File: src/wtc_pkg.sv
// Constants and register map for the wait timer and threshold compare block
`default_nettype none
package wtc_pkg;
   // Timing
   localparam int CLK_PERIOD_NS = 4;              // 250 MHz clock
   localparam int TICK_TIME_NS  = 2810000;        // 2.81 ms wait tick
   localparam int TICK_CYC      = TICK_TIME_NS / CLK_PERIOD_NS;
   localparam int TICK_W        = 20;             // Tick counter width
   localparam logic [3:0] LONG_LAST = 4'hb;       // 12 ticks per long unit
   // Persistence decoding
   localparam logic [3:0] ALS_PERS_BASE  = 4'h3;  // Direct up to this
   localparam logic [5:0] ALS_PERS_SCALE = 6'h05; // Step above it
   localparam logic [5:0] CNT_MAX        = 6'h3f; // Counter saturation
   // Bus
   localparam int ADDR_W = 10;                    // Byte address width
   localparam logic [1:0] RESP_OKAY   = 2'b00;
   localparam logic [1:0] RESP_SLVERR = 2'b10;
   // Register indices, byte address is four times the index
   localparam logic [7:0] IDX_ENABLE  = 8'h80;
   localparam logic [7:0] IDX_WAIT    = 8'h83;
   localparam logic [7:0] IDX_ALO_LO  = 8'h84;
   localparam logic [7:0] IDX_ALO_HI  = 8'h85;
   localparam logic [7:0] IDX_AHI_LO  = 8'h86;
   localparam logic [7:0] IDX_AHI_HI  = 8'h87;
   localparam logic [7:0] IDX_PLO     = 8'h88;
   localparam logic [7:0] IDX_PHI     = 8'h8a;
   localparam logic [7:0] IDX_PERS    = 8'h8c;
   localparam logic [7:0] IDX_CFG     = 8'h8d;
   localparam logic [7:0] IDX_INTEN   = 8'h90;
   localparam logic [7:0] IDX_STATUS  = 8'h93;
   // Field positions
   localparam int WEN_BIT   = 3;                  // Enable register
   localparam int WLONG_BIT = 2;                  // Config register
   localparam int AINT_BIT  = 0;                  // Status and enable
   localparam int PINT_BIT  = 1;
   localparam int WDONE_BIT = 2;
   localparam int STAT_W    = 3;
   // Reset values
   localparam logic [7:0] ENABLE_RST = 8'h00;
   localparam logic [7:0] WAIT_RST   = 8'h00;
   localparam logic [7:0] THR_RST    = 8'h00;
   localparam logic [7:0] PERS_RST   = 8'h00;
   localparam logic [7:0] CFG_RST    = 8'h80;
endpackage : wtc_pkg
`default_nettype wire

File: src/wtc_pers.sv
// Persistence filter for one measurement channel
`timescale 1ns/1ps
`default_nettype none
module wtc_pers
   import wtc_pkg::*;
(
   input  wire logic       clock,        // System clock
   input  wire logic       rst_b,        // Async reset, active low
   input  wire logic       meas_done,    // Measurement finished pulse
   input  wire logic       out_of_range, // Result outside thresholds
   input  wire logic [3:0] pers_set,     // Persistence setting
   input  wire logic       scale_als,    // Use ambient decoding
   output logic            fire          // Flag set pulse
);
   logic [5:0] cnt_r;     // Consecutive out of range count
   logic [5:0] cnt_inc;   // Count including this result
   logic [5:0] need;      // Results required
   logic       fire_nxt;  // Next pulse

   // Required count per channel decoding
   assign need = (scale_als && pers_set > ALS_PERS_BASE) ?
                 6'(ALS_PERS_SCALE * 6'(pers_set - ALS_PERS_BASE)) :
                 {2'b00, pers_set};
   assign cnt_inc  = (cnt_r == CNT_MAX) ? CNT_MAX : cnt_r + 6'h01;
   // Zero fires every cycle, else on enough consecutive results
   assign fire_nxt = meas_done &&
                     (pers_set == 4'h0 || (out_of_range && cnt_inc >= need));

   // Count once per finished cycle
   always_ff @(posedge clock or negedge rst_b) begin
      if (!rst_b) begin
         cnt_r <= 6'h00;
         fire  <= 1'b0;
      end else begin
         fire <= fire_nxt;
         if (meas_done) begin
            cnt_r <= out_of_range ? cnt_inc : 6'h00;
         end
      end
   end
endmodule : wtc_pers
`default_nettype wire

File: src/wtc_top.sv
// Wait timer, thresholds, interrupt flags and AXI4-Lite register slave
`timescale 1ns/1ps
`default_nettype none
module wtc_top
   import wtc_pkg::*;
#(
   parameter int TICK_CYCLES = TICK_CYC   // Clocks per wait tick
)(
   input  wire logic              clock,       // 250 MHz clock
   input  wire logic              rst_b,       // Async reset, active low
   input  wire logic [ADDR_W-1:0] awaddr,      // Write address
   input  wire logic              awvalid,     // Write address valid
   output logic                   awready,     // Write address ready
   input  wire logic [31:0]       wdata,       // Write data
   input  wire logic [3:0]        wstrb,       // Write strobes
   input  wire logic              wvalid,      // Write data valid
   output logic                   wready,      // Write data ready
   output logic [1:0]             bresp,       // Write response
   output logic                   bvalid,      // Write response valid
   input  wire logic              bready,      // Write response ready
   input  wire logic [ADDR_W-1:0] araddr,      // Read address
   input  wire logic              arvalid,     // Read address valid
   output logic                   arready,     // Read address ready
   output logic [31:0]            rdata,       // Read data
   output logic [1:0]             rresp,       // Read response
   output logic                   rvalid,      // Read data valid
   input  wire logic              rready,      // Read data ready
   input  wire logic              als_done,    // Ambient cycle done pulse
   input  wire logic [15:0]       als_clear,   // Clear channel result
   input  wire logic              prox_done,   // Proximity cycle done pulse
   input  wire logic [7:0]        prox_value,  // Proximity result
   input  wire logic              wait_start,  // Start wait interval pulse
   output logic                   wait_busy,   // Wait interval running
   output logic                   wait_done,   // Wait interval end pulse
   output logic                   irq          // Interrupt, active high
);
   // Register storage
   logic [7:0]        enable_r;     // Enable register
   logic [7:0]        wait_r;       // Wait count
   logic [15:0]       als_lo_r;     // Ambient low threshold
   logic [15:0]       als_hi_r;     // Ambient high threshold

   logic [7:0]        byte_latch_r; // Held low byte
   logic [7:0]        prox_lo_r;    // Proximity low threshold
   logic [7:0]        prox_hi_r;    // Proximity high threshold

   logic [7:0]        pers_r;       // Persistence settings
   logic [7:0]        cfg_r;        // Config, long wait bit
   logic [STAT_W-1:0] inten_r;      // Interrupt enables

   logic [STAT_W-1:0] stat_r;       // Sticky flags
   logic [STAT_W-1:0] stat_nxt;     // Next flags

   // Bus state
   logic              aw_full_r;    // Address held
   logic              w_full_r;     // Data held
   logic [7:0]        wa_idx_r;     // Held write index
   logic [31:0]       wd_r;         // Held write data

   logic              ws_r;         // Low lane strobe held
   logic              aw_take;      // Address accepted
   logic              w_take;       // Data accepted
   logic              do_wr;        // Commit write this cycle
   logic              aw_full_nxt;  // Next address held
   logic              w_full_nxt;   // Next data held

   logic              bvalid_nxt;   // Next response valid
   logic              ar_take;      // Read accepted
   logic              rvalid_nxt;   // Next read valid

   logic [7:0]        ra_idx;       // Read index
   logic [7:0]        rd_byte;      // Decoded read value

   logic              rd_hit;       // Read address mapped
   logic              wr_hit;       // Write address mapped

   // Write strobes per register
   logic              wr_en;        // Committed write with lane 0
   logic              wr_alo_lo;    // Ambient low, low byte
   logic              wr_alo_hi;    // Ambient low, high byte
   logic              wr_ahi_lo;    // Ambient high, low byte
   logic              wr_ahi_hi;    // Ambient high, high byte

   logic              wr_status;    // Status clear write

   logic [STAT_W-1:0] stat_clr;     // Bits to clear
   logic [STAT_W-1:0] stat_set;     // Bits to set

   // Measurement side
   logic              als_oor;      // Clear outside range
   logic              prox_oor;     // Proximity outside range

   logic              als_fire;     // Ambient flag set
   logic              prox_fire;    // Proximity flag set

   // Wait timer
   logic [TICK_W-1:0] tick_cnt_r;   // Base tick divider
   logic [3:0]        long_cnt_r;   // Long wait prescaler

   logic [7:0]        wcnt_r;       // Wait down counter
   logic              tick_en;      // Base tick enable

   logic              unit_en;      // Wait unit enable
   logic              start_ok;     // Accepted start

   // Handshake decode
   assign aw_take     = awvalid && awready;
   assign w_take      = wvalid && wready;
   assign do_wr       = aw_full_r && w_full_r && !bvalid;
   assign aw_full_nxt = aw_take || (aw_full_r && !do_wr);
   assign w_full_nxt  = w_take || (w_full_r && !do_wr);
   assign bvalid_nxt  = do_wr || (bvalid && !bready);

   assign ar_take     = arvalid && arready;
   assign rvalid_nxt  = ar_take || (rvalid && !rready);
   assign ra_idx      = araddr[9:2];

   // Write address decode
   assign wr_hit    = (wa_idx_r == IDX_ENABLE) || (wa_idx_r == IDX_WAIT) ||
                      (wa_idx_r == IDX_ALO_LO) || (wa_idx_r == IDX_ALO_HI) ||
                      (wa_idx_r == IDX_AHI_LO) || (wa_idx_r == IDX_AHI_HI) ||
                      (wa_idx_r == IDX_PLO)    || (wa_idx_r == IDX_PHI) ||
                      (wa_idx_r == IDX_PERS)   || (wa_idx_r == IDX_CFG) ||
                      (wa_idx_r == IDX_INTEN)  || (wa_idx_r == IDX_STATUS);
   assign wr_en     = do_wr && ws_r;

   assign wr_alo_lo = wr_en && (wa_idx_r == IDX_ALO_LO);
   assign wr_alo_hi = wr_en && (wa_idx_r == IDX_ALO_HI);
   assign wr_ahi_lo = wr_en && (wa_idx_r == IDX_AHI_LO);
   assign wr_ahi_hi = wr_en && (wa_idx_r == IDX_AHI_HI);
   assign wr_status = wr_en && (wa_idx_r == IDX_STATUS);

   // Read decode, low bytes show the applied threshold
   assign rd_hit = (ra_idx == IDX_ENABLE) || (ra_idx == IDX_WAIT) ||
                   (ra_idx == IDX_ALO_LO) || (ra_idx == IDX_ALO_HI) ||
                   (ra_idx == IDX_AHI_LO) || (ra_idx == IDX_AHI_HI) ||
                   (ra_idx == IDX_PLO)    || (ra_idx == IDX_PHI) ||
                   (ra_idx == IDX_PERS)   || (ra_idx == IDX_CFG) ||
                   (ra_idx == IDX_INTEN)  || (ra_idx == IDX_STATUS);
   assign rd_byte =
      (ra_idx == IDX_ENABLE) ? enable_r :
      (ra_idx == IDX_WAIT)   ? wait_r :
      (ra_idx == IDX_ALO_LO) ? als_lo_r[7:0] :
      (ra_idx == IDX_ALO_HI) ? als_lo_r[15:8] :
      (ra_idx == IDX_AHI_LO) ? als_hi_r[7:0] :
      (ra_idx == IDX_AHI_HI) ? als_hi_r[15:8] :
      (ra_idx == IDX_PLO)    ? prox_lo_r :
      (ra_idx == IDX_PHI)    ? prox_hi_r :
      (ra_idx == IDX_PERS)   ? pers_r :
      (ra_idx == IDX_CFG)    ? cfg_r :
      (ra_idx == IDX_INTEN)  ? {{(8-STAT_W){1'b0}}, inten_r} :
      (ra_idx == IDX_STATUS) ? {{(8-STAT_W){1'b0}}, stat_r} : 8'h00;

   // Threshold compare on finished cycles
   assign als_oor  = (als_clear < als_lo_r) ||
                     (als_clear > als_hi_r);
   assign prox_oor = (prox_value < prox_lo_r) ||
                     (prox_value > prox_hi_r);

   // Status flags, set wins over write-one clear
   assign stat_clr = wr_status ? wd_r[STAT_W-1:0] : {STAT_W{1'b0}};
   assign stat_set = {wait_done, prox_fire, als_fire};

   assign stat_nxt = (stat_r & ~stat_clr) | stat_set;

   // Wait tick enables
   assign tick_en  = (tick_cnt_r == TICK_W'(TICK_CYCLES - 1));
   assign unit_en  = cfg_r[WLONG_BIT] ?
                     (tick_en && long_cnt_r == LONG_LAST) :
                     tick_en;

   assign start_ok = wait_start && enable_r[WEN_BIT] && !wait_busy;

   // Ambient persistence filter
   wtc_pers u_als_pers (
      .clock        (clock),
      .rst_b        (rst_b),
      .meas_done    (als_done),
      .out_of_range (als_oor),
      .pers_set     (pers_r[3:0]),
      .scale_als    (1'b1),
      .fire         (als_fire)
   );

   // Proximity persistence filter
   wtc_pers u_prox_pers (
      .clock        (clock),
      .rst_b        (rst_b),
      .meas_done    (prox_done),
      .out_of_range (prox_oor),
      .pers_set     (pers_r[7:4]),
      .scale_als    (1'b0),
      .fire         (prox_fire)
   );

   // Write channel holding registers
   always_ff @(posedge clock or negedge rst_b) begin
      if (!rst_b) begin
         aw_full_r <= 1'b0;
         w_full_r  <= 1'b0;
         awready   <= 1'b1;
         wready    <= 1'b1;
         bvalid    <= 1'b0;
         bresp     <= RESP_OKAY;
      end else begin
         aw_full_r <= aw_full_nxt;
         w_full_r  <= w_full_nxt;
         awready   <= !aw_full_nxt && !bvalid_nxt;
         wready    <= !w_full_nxt && !bvalid_nxt;
         bvalid    <= bvalid_nxt;
         if (do_wr) begin
            bresp <= wr_hit ? RESP_OKAY : RESP_SLVERR;
         end
      end
   end

   // Captured write address and data
   always_ff @(posedge clock or negedge rst_b) begin
      if (!rst_b) begin
         wa_idx_r <= 8'h00;
         wd_r     <= 32'h0000_0000;
         ws_r     <= 1'b0;
      end else begin
         if (aw_take) begin
            wa_idx_r <= awaddr[9:2];
         end
         if (w_take) begin
            wd_r <= wdata;
            ws_r <= wstrb[0];
         end
      end
   end

   // Read channel
   always_ff @(posedge clock or negedge rst_b) begin
      if (!rst_b) begin
         arready <= 1'b1;
         rvalid  <= 1'b0;
         rdata   <= 32'h0000_0000;
         rresp   <= RESP_OKAY;
      end else begin
         arready <= !rvalid_nxt;
         rvalid  <= rvalid_nxt;
         if (ar_take) begin
            rdata <= {24'h00_0000, rd_byte};
            rresp <= rd_hit ? RESP_OKAY : RESP_SLVERR;
         end
      end
   end

   // Plain control registers
   always_ff @(posedge clock or negedge rst_b) begin
      if (!rst_b) begin
         enable_r  <= ENABLE_RST;
         wait_r    <= WAIT_RST;
         prox_lo_r <= THR_RST;
         prox_hi_r <= THR_RST;
         pers_r    <= PERS_RST;
         cfg_r     <= CFG_RST;
         inten_r   <= {STAT_W{1'b0}};
      end else if (wr_en) begin
         case (wa_idx_r)
            IDX_ENABLE: enable_r  <= wd_r[7:0];
            IDX_WAIT:   wait_r    <= wd_r[7:0];
            IDX_PLO:    prox_lo_r <= wd_r[7:0];
            IDX_PHI:    prox_hi_r <= wd_r[7:0];
            IDX_PERS:   pers_r    <= wd_r[7:0];
            IDX_CFG:    cfg_r     <= wd_r[7:0];
            IDX_INTEN:  inten_r   <= wd_r[STAT_W-1:0];
            default:    enable_r  <= enable_r;             // Others elsewhere
         endcase
      end
   end

   // Coherent ambient thresholds through one shared byte latch
   always_ff @(posedge clock or negedge rst_b) begin
      if (!rst_b) begin
         byte_latch_r <= THR_RST;
         als_lo_r     <= {THR_RST, THR_RST};
         als_hi_r     <= {THR_RST, THR_RST};
      end else begin
         if (wr_alo_lo || wr_ahi_lo) begin
            byte_latch_r <= wd_r[7:0];
         end
         if (wr_alo_hi) begin
            als_lo_r <= {wd_r[7:0], byte_latch_r};
         end
         if (wr_ahi_hi) begin
            als_hi_r <= {wd_r[7:0], byte_latch_r};
         end
      end
   end

   // Sticky flags and interrupt output
   always_ff @(posedge clock or negedge rst_b) begin
      if (!rst_b) begin
         stat_r <= {STAT_W{1'b0}};
         irq    <= 1'b0;
      end else begin
         stat_r <= stat_nxt;
         irq    <= |(stat_r & inten_r);
      end
   end

   // Base tick divider and long prescaler, restarted by a start
   always_ff @(posedge clock or negedge rst_b) begin
      if (!rst_b) begin
         tick_cnt_r <= '0;
         long_cnt_r <= 4'h0;
      end else if (start_ok) begin
         tick_cnt_r <= '0;
         long_cnt_r <= 4'h0;
      end else if (tick_en) begin
         tick_cnt_r <= '0;
         long_cnt_r <= (long_cnt_r == LONG_LAST) ? 4'h0 :
                       long_cnt_r + 4'h1;
      end else begin
         tick_cnt_r <= tick_cnt_r + TICK_W'(1);
      end
   end

   // Wait down counter, N gives N+1 units
   always_ff @(posedge clock or negedge rst_b) begin
      if (!rst_b) begin
         wcnt_r    <= 8'h00;
         wait_busy <= 1'b0;
         wait_done <= 1'b0;
      end else begin
         wait_done <= 1'b0;
         if (start_ok) begin
            wcnt_r    <= wait_r;
            wait_busy <= 1'b1;
         end else if (wait_busy && unit_en) begin
            if (wcnt_r == 8'h00) begin
               wait_busy <= 1'b0;
               wait_done <= 1'b1;
            end else begin
               wcnt_r <= wcnt_r - 8'h01;
            end
         end
      end
   end
endmodule : wtc_top
`default_nettype wire

File: config.mk
export PLATFORM = sky130hd
export DESIGN_NAME = wtc_top
export DESIGN_NICKNAME = d
export VERILOG_FILES = /design/src/wtc_pkg.sv /design/src/wtc_pers.sv /design/src/wtc_top.sv
export SDC_FILE = /design/constraint.sdc
export NUM_CORES = 1
export LEC_CHECK = 0
export ABC_AREA = 0
export BUFFER_PORTS_ARGS = -buffer_cell sky130_fd_sc_hd__buf_2
export CORE_MARGIN = 5
export CORE_UTILIZATION = 64
export CTS_CLUSTER_SIZE = 12
export DETAILED_ROUTE_END_ITERATION = 7
export GPL_TIMING_DRIVEN = 0
export PLACE_DENSITY = 0.87
export SYNTH_ARGS = -nofsm -noshare
export SYNTH_HDL_FRONTEND = slang
export SYNTH_HIERARCHICAL = 1
export SYNTH_SLANG_ARGS = --single-unit
File: constraint.sdc
create_clock -name clock -period 8.1 [get_ports clock]
set_input_delay 1.62 -clock clock [delete_from_list [all_inputs] [get_ports clock]]
set_output_delay 1.62 -clock clock [all_outputs]
set_load 0.05 [all_outputs]
==> impl.org <==
** Synth
- For this run, the register share of the synthesized area comes to 0.407.
- The synthesized design spends more area on one cell type than any other, namely dfrtp_1.
- Mapped Area :: between 0.01 and 0.015 mm^2
- Unique cell type count in the Yosys netlist :: between 70 and 80
- Synthesized area per cell :: 9.87 um^2
- Flops & latches, synth :: 177
- After technology mapping, the gate count stands at 1104.
- Number of enable-type register cells in the synthesized netlist :: 0
- In the synthesized netlist the dominant register cell turns out to be dfrtp_1.
- In the synthesized netlist the async set-or-reset flop fraction comes to 1.00.
- Area contributors post-synth :: dfrtp_1 40%, mux2_2 10%, ha_1 8.6%
- During synthesis, Yosys emitted a total of 6 warnings.
- The share of synthesized area in the top cell type comes to 0.397.

** Finish
- In the final layout, the share of cells above drive strength 1 is 0.226.
- Final antenna diode count :: 0
- After the last flow step, the layout net total stands at 1391.
- Finished layout cell area :: around 0.012 mm^2
- Final Non-Filler Cells :: 1457
- The largest registers in the layout are tick_cnt_r: 20 flops, als_hi_r: 16 flops, als_lo_r: 16 flops.
- The register with the most flip-flops in the layout has 20 of them.
- Compared with the post-synthesis result, the final layout area differs by 12.3%.
- Largest register by flop count :: tick_cnt_r
- The layout has ~1200 filler cells.

** STA
- Final worst path period share :: 0.458
- At the pin with the least slew margin, the transition time is 1.11 ns.
- Setup violations remaining at the end of the flow were counted as 0.
- Clock skew after layout :: around 0.007 ns
- The worst path in the final design needs a cycle of between 3 and 4 ns, including I/O delays and setup.
- Post-route worst hold slack :: 0.425 ns
- The count of final hold-check violations was 0.
- Based on the critical path, the design can be clocked at up to 270 MHz.
- Setup repair after global routing missed its margin :: false
- Setup TNS Final :: 0 ns
- The max-slew violation total from the final report came to 0.
- Relative max-transition margin :: 0.257

** Placement
- Port buffering added 74 buffers.
- Once placement finished, the instance area stood at 0.0117 mm^2.
- Gp weighted congestion :: 0.997
- Detailed placement ended at an HPWL of around 22 mm.
- Instance count after placement with tap cells included :: 1425

** Worst setup path
- For the worst setup path, the data required time is ~8.4 ns.
- CP Max Fanout :: 10
- The worst setup path is captured at a flip-flop.
- In this design, the largest share of critical-path delay is due to simple AND/OR/NAND/NOR gates.
- Worst Setup Path Type :: in -> reg
- Walking the worst path, the cells encountered are buf_2, nor4b_2, nand2_1, clkbuf_1, nor2_1, o32ai_1, o21ai_0, a22oi_1.
- The worst setup path is launched from an input pin.
- Worst path bufs/invs :: 2
- Among all stages on the critical path, the largest delay is contributed by nor4b_2.
- The largest single stage delay on the critical path is 0.95 ns.
- WP data arrival :: 4.02 ns

** Route
- First drt pass iteration count :: 6
- After detailed routing, the number of vias per cell comes to 6.21.
- Detailed-route via count :: ~9000
- Post-detailed-routing wire length :: 29.1 mm
- Average detailed-routed wire length per instance :: 20.0 um
- In the routed design, unresolved DRC markers number 0.
- The count of nets left with antenna violations once routing finished came out at 0.
- The first routing iteration left 948 violations.

** Clock tree
- CTS Hold Bufs :: 0
- At the later pin of the worst-skew pair, clock insertion delay measures 0.44 ns.
- Clock tree root buffer cell :: clkbuf_16
- # H-tree levels :: 4
- Total number of clock tree sinks :: approximately 180
- Total clock buffers created by CTS :: 17
- Number of resized instances in the post-cts repair step :: 0
- Clock tree buffer depth :: 2
- After clock tree synthesis, the clock-pin slew on the worst setup and hold paths is 0.07 ns.
- Post-CTS timing repair inserted 0 buffers for setup.
- CTS tree :: yes

** Outcome
- Outcome :: complete, no violations

** GRT
- Antenna violations before repair :: 0
- Largest net degree at the start of global routing :: 113
- The total overflow left after global routing is 0.
- Vias in the first global route :: 8953
- Overall routing resource usage :: 0.302
- The first global-routing pass estimated 47.3 mm of wire.

** Floorplanning
- Width of the die :: 140 um
- Num rows :: 47
- Die Ht :: 140 um
- 134 I/O pins were placed.
- Total Die Area :: slightly below 0.02 mm^2
- The initial utilization of the core area, before any placement, comes to 0.655.
- CORE AREA :: roughly 0.017 mm^2

** Power
- Power Dens Cells :: 237 mW/mm^2
- The analysis attributes to cell leakage a power of 5.49 nW.
- Worst VDD drop :: 206 uV

** Run
- The tool flagged a number of max-cap violations equal to 0.

** Worst hold path
- The tightest min-delay check is of the reg -> reg type.
## kinds of logic (layout without fill, tap and decap cells)
| kind of cell | count (synthesis) | after routing | share of synthesized area |
|---|---|---|---|
| AOI/OAI and AO/OA | 251 | 251 | 0.151 |
| xor gates and xnor gates | 33 | 33 | 0.0265 |
| adders and majority gates | 77 | 77 | 0.0898 |
| buffers and inverters | 155 | 262 | 0.0694 |
| DFF | 177 | 177 | 0.407 |
| muxes | 108 | 108 | 0.110 |
| other | 2 | 28 | 0.000689 |
| and+or+nand+nor | 301 | 301 | 0.145 |
## metrics by stage
step,utilization,worst slack [ns],power [mW]
after global placement,0.699,2.69,2.06
after global routing,0.735,4.27,3.05
after floorplan,-,4.72,1.83
final,0.735,4.39,2.90
after CTS,0.735,4.49,2.89
after detailed placement,0.702,4.04,2.11
## metal layers
metal	global-route usage	wire length [um]	vias to the layer above
li1	-	-	4158
met1	0.428	12800	4379
met2	0.460	13000	431
met3	0.0579	2230	76
met4	0.117	987	0
met5	0	0	-
## final cells by class
| type | instances | area [um^2] | area share |
|---|---|---|---|
| Clock buffer | 18 | 429 | 0.0351 |
| Clock inverter | 14 | 125 | 0.0102 |
| Multi-Input combinational cell | 798 | 5800 | 0.475 |
| Inverter | 76 | 285 | 0.0233 |
| Buffer | 79 | 470 | 0.0385 |
| Tap cell | 220 | 275 | 0.0225 |
| Timing Repair Buffer | 75 | 408 | 0.0333 |
| Sequential cell | 177 | 4430 | 0.363 |
## report_power, final
group / leakage [nW] / internal [mW] / switching (mW) / total, mW
registers: 2.30 / 1.05 / 0.146 / 1.20
clock network: 0.272 / 0.404 / 0.378 / 0.782
logic: 2.92 / 0.342 / 0.575 / 0.917
total: 5.49 / 1.80 / 1.10 / 2.90
## Yosys cell counts (all sizes together) (12+ instances only)
cell type  count
inv           76
ha            75
buf           57
a211oi        12
a31oi         16
clkbuf        22
nor2b         15
and3          12
nor3          20
nand2         88
a21oi         52
xnor2         24
mux2          98
nand4         15
nor2          73
o21ai         66
nand3         24
a22oi         15
dfrtp        173
## cells in the final DEF (no fill, tap or decap), types with 11 or more instances in the layout
master	netlist	routed
o21ai_0	63	63
buf_2	16	89
a21oi_1	50	50
nand3_1	24	24
dfrtp_1	173	173
nor2_1	72	72
or3_1	11	11
ha_1	75	75
xnor2_1	24	24
a31oi_1	16	16
nand2_1	88	88
a22oi_1	15	15
inv_1	76	76
clkbuf_16	0	17
nor2b_1	15	15
mux2_2	97	97
nand4_1	15	15
conb_1	2	28
nor3_1	17	17
buf_4	29	29
clkbuf_1	22	23
## worst reg2reg max path: cells and delay by family (launching register included)
| family | cells | cell delay (ns) |
|---|---|---|
| buf+inv | 1 | 0.15 |
| xor+xnor | 1 | 0.19 |
| flops | 1 | 0.50 |
| mux | 1 | 0.11 |
| compound gates | 4 | 0.67 |
| fa+ha+maj | 5 | 1.59 |
## worst paths after layout
| kind | startpoint | cells past startpoint | end | slack, ns |
|---|---|---|---|---|
| worst max-delay path | araddr[6] | 8 | rdata[2] | 4.39 |
| worst min register to register | u_als_pers/fire | 1 | stat_r[0] | 0.43 |
| min in group asynchronous | rst_b | 1 | u_als_pers/cnt_r[2] | 1.12 |
| max in group asynchronous | rst_b | 2 | tick_cnt_r[16] | 6.07 |
| worst max register to register | pers_r[0] | 12 | u_als_pers/fire | 4.76 |
| worst min-delay path | u_als_pers/fire | 1 | stat_r[0] | 0.43 |
(Power assumes the default switching activity.)
